==> config.mk <==
export PLATFORM = sky130hd
export DESIGN_NAME = haptic_measurement_readback
export DESIGN_NICKNAME = d
export VERILOG_FILES = /design/src/rtl/haptic_readback_pkg.sv /design/src/rtl/haptic_measurement_readback.sv /design/src/rtl/pin_sync3.sv
export SDC_FILE = /design/constraint.sdc
export NUM_CORES = 1
export LEC_CHECK = 0
export ABC_AREA = 1
export BUFFER_PORTS_ARGS = -buffer_cell sky130_fd_sc_hd__buf_4
export CAP_MARGIN = 0
export CORE_MARGIN = 10
export CORE_UTILIZATION = 30
export DETAILED_ROUTE_END_ITERATION = 12
export SLEW_MARGIN = 30
export SYNTH_ARGS = -nofsm -noshare
export SYNTH_HDL_FRONTEND = slang
export SYNTH_SLANG_ARGS = --single-unit
==> constraint.sdc <==
create_clock -name clk -period 5.1 [get_ports clk]
set_clock_uncertainty 0.2 [all_clocks]
set_input_delay 0.255 -clock clk [delete_from_list [all_inputs] [get_ports clk]]
set_output_delay 0.255 -clock clk [all_outputs]
set_load 0.1 [all_outputs]
==> src/rtl/haptic_readback_pkg.sv <==
// constants for the haptic measurement readback block
package haptic_readback_pkg;

  // register offsets
  localparam logic [7:0] MODE_ADDR       = 8'h01;
  localparam logic [7:0] GO_ADDR         = 8'h0C;
  localparam logic [7:0] SUPPLY_ADDR     = 8'h21;
  localparam logic [7:0] PERIOD_ADDR     = 8'h22;

  // reset values and unmapped read value
  localparam logic [7:0] MEASURE_RESET   = 8'h00;
  localparam logic [2:0] MODE_RESET      = 3'h0;
  localparam logic [7:0] READ_UNMAPPED   = 8'h00;

  // field positions
  localparam int         GO_BIT          = 0;
  localparam int         MODE_LSB        = 0;
  localparam int         MODE_MSB        = 2;

  // trigger modes held in the mode register
  typedef enum logic [2:0] {
    TRIG_INTERNAL   = 3'b000,
    TRIG_EXT_EDGE   = 3'b001,
    TRIG_EXT_LEVEL  = 3'b010
  } trig_mode_t;

  // supply code scaling: volts = code * 5.6 V / 255 (software side)
  localparam int         SUPPLY_FULL_MV  = 5600;
  localparam int         SUPPLY_FULL_CODE = 255;

  // period code: one count is 98.46 us, kept in hundredths of a microsecond
  localparam int         PERIOD_LSB_CUS  = 9846;
  localparam int         CLK_PERIOD_NS   = 100;
  // half-cycle timing in half-lsb units gives the full period directly
  localparam int         HALF_LSB_CYCLES = (PERIOD_LSB_CUS * 10) / (2 * CLK_PERIOD_NS);
  localparam logic [8:0] HALF_LSB_LAST   = 9'(HALF_LSB_CYCLES - 1);

  // serial slave
  localparam logic [6:0] SLAVE_ADDR_DEFAULT = 7'h2C;
  localparam logic [3:0] BITS_PER_BYTE   = 4'h8;

endpackage

==> src/rtl/haptic_measurement_readback.sv <==
// serial register slave, trigger handling and resonance/supply tracking
`timescale 1ns/1ps
module haptic_measurement_readback
  import haptic_readback_pkg::*;
#(
  parameter logic [6:0] SLAVE_ADDR = haptic_readback_pkg::SLAVE_ADDR_DEFAULT
) (
  input  wire logic       clk,
  input  wire logic       rst_b,
  input  wire logic       scl,
  input  wire logic       sda_in,
  output logic            sda_out,
  output logic            sda_oe,
  input  wire logic       trigger_input,
  input  wire logic       bemf_cross,
  input  wire logic       playback_busy,
  input  wire logic [7:0] supply_sample,
  input  wire logic       supply_sample_valid,
  output logic            fire_req,
  output logic            cancel_req
);
  import haptic_readback_pkg::*;

  typedef enum logic [3:0] {
    S_IDLE     = 4'b0000,
    S_ADDR     = 4'b0001,
    S_ADDR_ACK = 4'b0010,
    S_PTR      = 4'b0011,
    S_PTR_ACK  = 4'b0100,
    S_WDATA    = 4'b0101,
    S_WACK     = 4'b0110,
    S_RDATA    = 4'b0111,
    S_RACK     = 4'b1000
  } slave_state_t;

  slave_state_t state;
  logic         scl_s;
  logic         sda_s;
  logic         trig_s;
  logic         cross_s;
  logic         scl_q;
  logic         sda_q;
  logic         trig_q;
  logic         cross_q;
  logic         scl_rise;
  logic         scl_fall;
  logic         bus_start;
  logic         bus_stop;
  logic         trig_rise;
  logic         trig_fall;
  logic         crossing;
  logic [3:0]   bit_cnt;
  logic [7:0]   shreg;
  logic [7:0]   tx_byte;
  logic [7:0]   ptr;
  logic         rw;
  logic         mack;
  logic         wr_en;
  logic [7:0]   wr_addr;
  logic [7:0]   wr_data;
  trig_mode_t   mode;
  logic         go;
  logic [7:0]   supply_code;
  logic [7:0]   resonance_period_code;
  logic [8:0]   prescale;
  logic [7:0]   half_cnt;
  logic         seen_first;
  logic [7:0]   rd_now;

  pin_sync3 u_sync_scl   (.clk(clk), .rst_b(rst_b), .pin(scl),           .level(scl_s));
  pin_sync3 u_sync_sda   (.clk(clk), .rst_b(rst_b), .pin(sda_in),        .level(sda_s));
  pin_sync3 u_sync_trig  (.clk(clk), .rst_b(rst_b), .pin(trigger_input), .level(trig_s));
  pin_sync3 u_sync_cross (.clk(clk), .rst_b(rst_b), .pin(bemf_cross),    .level(cross_s));

  always_ff @(posedge clk or negedge rst_b) begin
    if (!rst_b) begin
      scl_q   <= 1'b1;
      sda_q   <= 1'b1;
      trig_q  <= 1'b1;
      cross_q <= 1'b1;
    end else begin
      scl_q   <= scl_s;
      sda_q   <= sda_s;
      trig_q  <= trig_s;
      cross_q <= cross_s;
    end
  end

  assign scl_rise  = scl_s & ~scl_q;
  assign scl_fall  = ~scl_s & scl_q;
  assign bus_start = scl_s & scl_q & sda_q & ~sda_s;
  assign bus_stop  = scl_s & scl_q & ~sda_q & sda_s;
  assign trig_rise = trig_s & ~trig_q;
  assign trig_fall = ~trig_s & trig_q;
  assign crossing  = cross_s ^ cross_q;
  assign sda_out   = 1'b0;

  function automatic logic [7:0] read_reg(input logic [7:0] a);
    case (a)
      MODE_ADDR:   read_reg = {5'h00, mode};
      GO_ADDR:     read_reg = {7'h00, go};
      SUPPLY_ADDR: read_reg = supply_code;
      PERIOD_ADDR: read_reg = resonance_period_code;
      default:     read_reg = READ_UNMAPPED;
    endcase
  endfunction

  // register view at the pointer; a function result cannot be bit-selected
  always_comb begin
    rd_now = read_reg(ptr);
  end

  always_ff @(posedge clk or negedge rst_b) begin
    if (!rst_b) begin
      state   <= S_IDLE;
      bit_cnt <= 4'h0;
      shreg   <= 8'h00;
      tx_byte <= 8'h00;
      ptr     <= 8'h00;
      rw      <= 1'b0;
      mack    <= 1'b0;
      sda_oe  <= 1'b0;
      wr_en   <= 1'b0;
      wr_addr <= 8'h00;
      wr_data <= 8'h00;
    end else begin
      wr_en <= 1'b0;
      if (bus_start) begin
        state   <= S_ADDR;
        bit_cnt <= 4'h0;
        sda_oe  <= 1'b0;
      end else if (bus_stop) begin
        state  <= S_IDLE;
        sda_oe <= 1'b0;
      end else if (scl_rise) begin
        case (state)
          S_ADDR, S_PTR, S_WDATA: begin
            shreg   <= {shreg[6:0], sda_s};
            bit_cnt <= bit_cnt + 4'h1;
          end
          S_RDATA: bit_cnt <= bit_cnt + 4'h1;
          S_RACK:  mack <= ~sda_s;
          default: ;
        endcase
      end else if (scl_fall) begin
        case (state)
          S_ADDR: begin
            if (bit_cnt == BITS_PER_BYTE) begin
              // a foreign address leaves the bus untouched
              if (shreg[7:1] == SLAVE_ADDR) begin
                state  <= S_ADDR_ACK;
                rw     <= shreg[0];
                sda_oe <= 1'b1;
              end else begin
                state <= S_IDLE;
              end
            end
          end
          S_ADDR_ACK: begin
            bit_cnt <= 4'h0;
            if (rw) begin
              state   <= S_RDATA;
              tx_byte <= rd_now;
              sda_oe  <= ~rd_now[7];
            end else begin
              state  <= S_PTR;
              sda_oe <= 1'b0;
            end
          end
          S_PTR: begin
            if (bit_cnt == BITS_PER_BYTE) begin
              ptr    <= shreg;
              state  <= S_PTR_ACK;
              sda_oe <= 1'b1;
            end
          end
          S_WDATA: begin
            if (bit_cnt == BITS_PER_BYTE) begin
              wr_en   <= 1'b1;
              wr_addr <= ptr;
              wr_data <= shreg;
              ptr     <= ptr + 8'h01;
              state   <= S_WACK;
              sda_oe  <= 1'b1;
            end
          end
          S_PTR_ACK, S_WACK: begin
            state   <= S_WDATA;
            bit_cnt <= 4'h0;
            sda_oe  <= 1'b0;
          end
          S_RDATA: begin
            if (bit_cnt == BITS_PER_BYTE) begin
              state  <= S_RACK;
              ptr    <= ptr + 8'h01;
              sda_oe <= 1'b0;
            end else begin
              tx_byte <= {tx_byte[6:0], 1'b0};
              sda_oe  <= ~tx_byte[6];
            end
          end
          S_RACK: begin
            if (mack) begin
              state   <= S_RDATA;
              bit_cnt <= 4'h0;
              tx_byte <= rd_now;
              sda_oe  <= ~rd_now[7];
            end else begin
              state <= S_IDLE;
            end
          end
          default: state <= S_IDLE;
        endcase
      end
    end
  end

  // control registers; go clears one clock after it is set, and fires the effect only in internal mode
  always_ff @(posedge clk or negedge rst_b) begin
    if (!rst_b) begin
      mode <= TRIG_INTERNAL;
      go   <= 1'b0;
    end else begin
      if (wr_en && wr_addr == MODE_ADDR) begin
        mode <= trig_mode_t'(wr_data[MODE_MSB:MODE_LSB]);
      end
      if (wr_en && wr_addr == GO_ADDR && wr_data[GO_BIT]) begin
        go <= 1'b1;
      end else if (go) begin
        go <= 1'b0;
      end
    end
  end

  always_ff @(posedge clk or negedge rst_b) begin
    if (!rst_b) begin
      fire_req   <= 1'b0;
      cancel_req <= 1'b0;
    end else begin
      case (mode)
        TRIG_INTERNAL: begin
          fire_req   <= go;
          cancel_req <= 1'b0;
        end
        TRIG_EXT_EDGE: begin
          fire_req   <= trig_rise;
          cancel_req <= 1'b0;
        end
        TRIG_EXT_LEVEL: begin
          fire_req   <= trig_rise;
          cancel_req <= trig_fall;
        end
        default: begin
          fire_req   <= 1'b0;
          cancel_req <= 1'b0;
        end
      endcase
    end
  end

  always_ff @(posedge clk or negedge rst_b) begin
    if (!rst_b) begin
      supply_code <= MEASURE_RESET;
    end else if (playback_busy && supply_sample_valid) begin
      supply_code <= supply_sample;
    end else if (wr_en && wr_addr == SUPPLY_ADDR) begin
      supply_code <= wr_data;
    end
  end

  always_ff @(posedge clk or negedge rst_b) begin
    if (!rst_b) begin
      prescale <= 9'h000;
      half_cnt <= 8'h00;
    end else if (!playback_busy || crossing) begin
      prescale <= 9'h000;
      half_cnt <= 8'h00;
    end else if (prescale == HALF_LSB_LAST) begin
      prescale <= 9'h000;
      // saturate so a stalled actuator reads as longest period
      if (half_cnt != 8'hFF) begin
        half_cnt <= half_cnt + 8'h01;
      end
    end else begin
      prescale <= prescale + 9'h001;
    end
  end

  always_ff @(posedge clk or negedge rst_b) begin
    if (!rst_b) begin
      seen_first            <= 1'b0;
      resonance_period_code <= MEASURE_RESET;
    end else if (!playback_busy) begin
      seen_first <= 1'b0;
      if (wr_en && wr_addr == PERIOD_ADDR) begin
        resonance_period_code <= wr_data;
      end
    end else if (crossing) begin
      seen_first <= 1'b1;
      if (seen_first) begin
        resonance_period_code <= half_cnt;
      end
    end else if (wr_en && wr_addr == PERIOD_ADDR) begin
      resonance_period_code <= wr_data;
    end
  end
endmodule

==> src/rtl/pin_sync3.sv <==
// three-flop pin synchroniser with agreement filter
`timescale 1ns/1ps
module pin_sync3 (
  input  wire logic clk,
  input  wire logic rst_b,
  input  wire logic pin,
  output logic      level
);
  logic s1;
  logic s2;
  logic s3;

  // s1 feeds only s2; metastability stays inside the chain
  always_ff @(posedge clk or negedge rst_b) begin
    if (!rst_b) begin
      s1 <= 1'b1;
      s2 <= 1'b1;
      s3 <= 1'b1;
    end else begin
      s1 <= pin;
      s2 <= s1;
      s3 <= s2;
    end
  end

  // a change counts only once the last two stages agree
  always_ff @(posedge clk or negedge rst_b) begin
    if (!rst_b) begin
      level <= 1'b1;
    end else if (s2 == s3) begin
      level <= s3;
    end
  end
endmodule

==> summary.md <==
| Metric | Value |
|---|---|
| Cell area after synthesis | 5622 µm² |
| Leading cell types by count after synthesis | 196 x nand2_1, 91 x dfrtp_1, 72 x inv_1 |
| Post-route antenna net violation count | 0 |
| Arrival time at the worst endpoint | 2.30 ns |
| CP delay by family, top | simple AND/OR/NAND/NOR gates |
| Internal Dissipation | 1.362 mW |
| Overall routed net length | 12.41 mm |
| Sort of element at the start of the critical path | flip-flop |
| Inserted Clock Buffers | 9 |
| Antenna violations before repair | 0 |
| Total congestion overflow after global routing | 0 |
| Portion of total power attributed to the clock network | 0.372 |
| DRC Markers | 0 |
| Antenna Diode Count | 0 |
| Post-layout min period | 2.276 ns |
| Switching Share | 0.2824 |
| Max-capacitance violation count | 0 |
| Number of H-tree branching levels | 3 |
| Site row count | 50 |
| Cell type contributing the most total cell area after synthesis | dfrtp_1 |
| Drt first-iter violations | 343 |
| Wirelength per Cell | 12.93 µm |
| Drt via density | 4.702 |
| Hold Slack | 0.005705 ns |
| Main synth FF type | dfrtp_1 |
| Delay of the slowest cell on the worst path | 0.54 ns |
| Worst-case clock buffer depth | 2 |
| Cell with the largest stage delay on the worst path | dfstp_2 |
| Share of power burned in combinational logic | 0.116 |
| Fin nets | 748 |
| Maximum number of pins on one net before global-route repair | 66 |
| Period utilisation layout | 0.4463 |
| Biggest fanout along the worst timing path | 33 |
| Layout Utilization | 0.3454 |
| Root Buffer Master | clkbuf_16 |
| Global router's overall resource usage | 0.1065 |
| Horizontal die dimension | 156.9 µm |
| Buffers and inverters on the worst path | 2 |
| Highest attainable clock frequency | 439.3 MHz |
| Slew Limit Fails | 0 |
| Pre-antenna DRT Iters | 5 |
| Req. time, crit path | 5.12 ns |
| Setup repair bufs after CTS | 0 |
| Setup repair after global routing missed its margin | false |
| Switching power of the nets | 535.9 µW |
| Insertion delay of the later-clocked pin in the worst-skew pair | 0.36 ns |
| Cell leakage power | 2.952 nW |
| Die Footprint | 24610 µm² |
| Crit Path Class | flip-flop to flip-flop |
| PwrDens | 295.7 nW/µm² |
| Dpl cell area | 6003 µm² |
| Register-to-Register Setup Slack | 2.82 ns |
| First-pass GRT wire length | 21.20 mm |
| Worst ir drop on vdd | 150.8 µV |
| Number of flip-flops and latches in the synthesized netlist | 111 |
| Post-synthesis average cell area | 8.171 µm² |
| Core Footprint | 18580 µm² |
| Result of the run | completed |
| Ys async rst share | 1.000 |
| Sequential element share of the synthesized area | 0.4986 |
| Worst relative slew slack | 0.4373 |
| I/O pin total | 20 |
| Slew of the pin with the lowest slew margin | 0.8440 ns |
| Port Buffer Count | 18 |
| Post-route cell area | 6417 µm² |
| Most frequently used cell type in the post-synthesis netlist | nand2_1 |
| Final count of hold timing violations | 0 |
| Setup_tns | 0 ns |
| Clk slew on worst S/H paths | 0.08 ns |
| Vias in the first global route | 4294 |
| Type of the worst min-delay path | input port to flip-flop |
| Post-synthesis to final-layout area growth | 14.16% |
| Seq pwr share | 0.512 |
| CTS tree | done |
| Setup violation total in the final timing report | 0 |
| HPWL after detailed placement | 9.064 mm |
| Starting density of the core | 0.3026 |
| Synthesized net count | 715 |
| Ratio of cells with drive above 1 in the final layout | 0.1295 |
| Number of enable-type register cells in the synthesized netlist | 0 |
| Number of instances in the synthesized netlist | 688 |
| Number of different library cells in the post-synthesis netlist | 44 |
| Top post-synthesis cells by area | dfrtp_1 41%, nand2_1 13%, dfstp_2 9.3% |
| Total of warnings raised by yosys | 0 |
| FILL cells | 1919 |
| Endpoint type of the worst setup path | flip-flop |
| Ordered cell list for the critical path | inv_1 -> ha_1 -> inv_2 -> nand4_2 -> nor2_2 -> nand2_2 -> nand2_1 -> o21ai_1 |
| TritonCTS sink count | 111 |
| DR vias | 4514 |
| Post-synth top area share | 0.4051 |
| Routability-driven placement congestion ratio | 0.8724 |
| DIE HEIGHT | 156.9 µm |
==> cell usage in the layout, fill, tap and decap left out, types with 2 or more instances in the layout <==
master,synthesis,final
a21oi_1,16,16
a22oi_1,5,5
a31oi_1,4,4
a31oi_2,2,2
buf_4,1,19
clkbuf_16,0,9
dfrtp_1,91,91
dfstp_2,20,20
dlygate4sd3_1,0,12
ha_1,11,11
inv_1,72,72
inv_2,6,6
inv_6,0,2
inv_8,0,2
maj3_1,4,4
mux2i_1,2,2
nand2_1,196,195
nand2_2,7,8
nand3_1,52,52
nand3_2,3,3
nand3b_1,4,4
nand4_1,7,7
nor2_1,60,60
nor2_2,9,9
nor3_1,6,6
nor4_1,3,3
o211ai_1,7,7
o21ai_0,27,27
o21ai_1,39,39
o22ai_1,4,4
or2_2,3,3
xor2_1,5,5
==> state kept, by name (all words and copies together) (netlist names), 3 cells and up <==
register	flops
supply_code	8
resonance_period_code	8
shreg	8
tx_byte	7
prescale	9
half_cnt	8
wr_addr	8
bit_cnt	4
wr_data	8
ptr	8
mode	3
state	4
==> tightest hold or removal path: stages <==
cell and delay, ns:
buf_4 0.11, nand2_1 0.09, a31oi_1 0.08
==> power groups by stage <==
stage	combinational (mW)	sequential, mW	clock (mW)
5_1_grt	0.250	0.978	0.762
2_1_floorplan	0.123	1.01	0
4_1_cts	0.225	0.971	0.730
3_3_place_gp	0.215	0.986	0
3_5_place_dp	0.217	0.987	0
6_report	0.220	0.971	0.707
==> per-stage QoR <==
| stage | power, mW | setup WS, ns | cells |
|---|---|---|---|
| final | 1.898 | 2.824 | 960 |
| after global routing | 1.990 | 2.579 | 960 |
| after CTS | 1.926 | 2.508 | 960 |
| after detailed placement | 1.205 | 2.551 | 932 |
| after global placement | 1.201 | 2.650 | 932 |
| after floorplan | 1.129 | 3.189 | 688 |
==> layer usage <==
layer | GRT usage | share of wire | routed length [µm] | up-vias
met3 | 0.03111 | 0.043 | 534 | 6
met2 | 0.1652 | 0.46 | 5742 | 72
met4 | 0.02921 | 0.0088 | 109 | 0
met1 | 0.1413 | 0.49 | 6023 | 2132
met5 | 0 | 0 | 0 | -
li1 | - | - | - | 2304
==> worst paths after layout <==
kind / to / cells past startpoint / start
max: wr_addr[6] / 8 / scl_q
max in group asynchronous: wr_addr[3] / 3 / rst_b
max reg2reg: wr_addr[6] / 8 / scl_q
min: supply_code[7] / 3 / supply_sample[7]
min in group asynchronous: prescale[2] / 2 / rst_b
min reg2reg: u_sync_trig.s2 / 0 / u_sync_trig.s1
==> cells by family after synthesis <==
family,after synthesis,synth area share
other,1,0.0006671
buffers and inverters,88,0.06276
xor gates and xnor gates,6,0.009348
AOI/OAI and AO/OA,106,0.1075
DFF,111,0.4986
and+or+nand+nor,359,0.2860
adders and majority gates,15,0.03160
muxes,2,0.003561
==> cell type report <==
cell class	count	area, µm²	share of cell area
Clock buffer	11	242.7	0.03782
Clock inverter	5	48.80	0.007604
Inverter	79	299.0	0.04660
Multi-Input combinational cell	489	2469	0.3847
Sequential cell	111	2803	0.4367
Tap cell	234	292.8	0.04562
Timing Repair Buffer	31	262.8	0.04094
==> what timing repair did <==
action,in CTS,in global routing
gates resized for setup,0,0
endpoints found under the hold margin,65,0
hold buffers,12,0
Power figures use the tool's default switching activity.
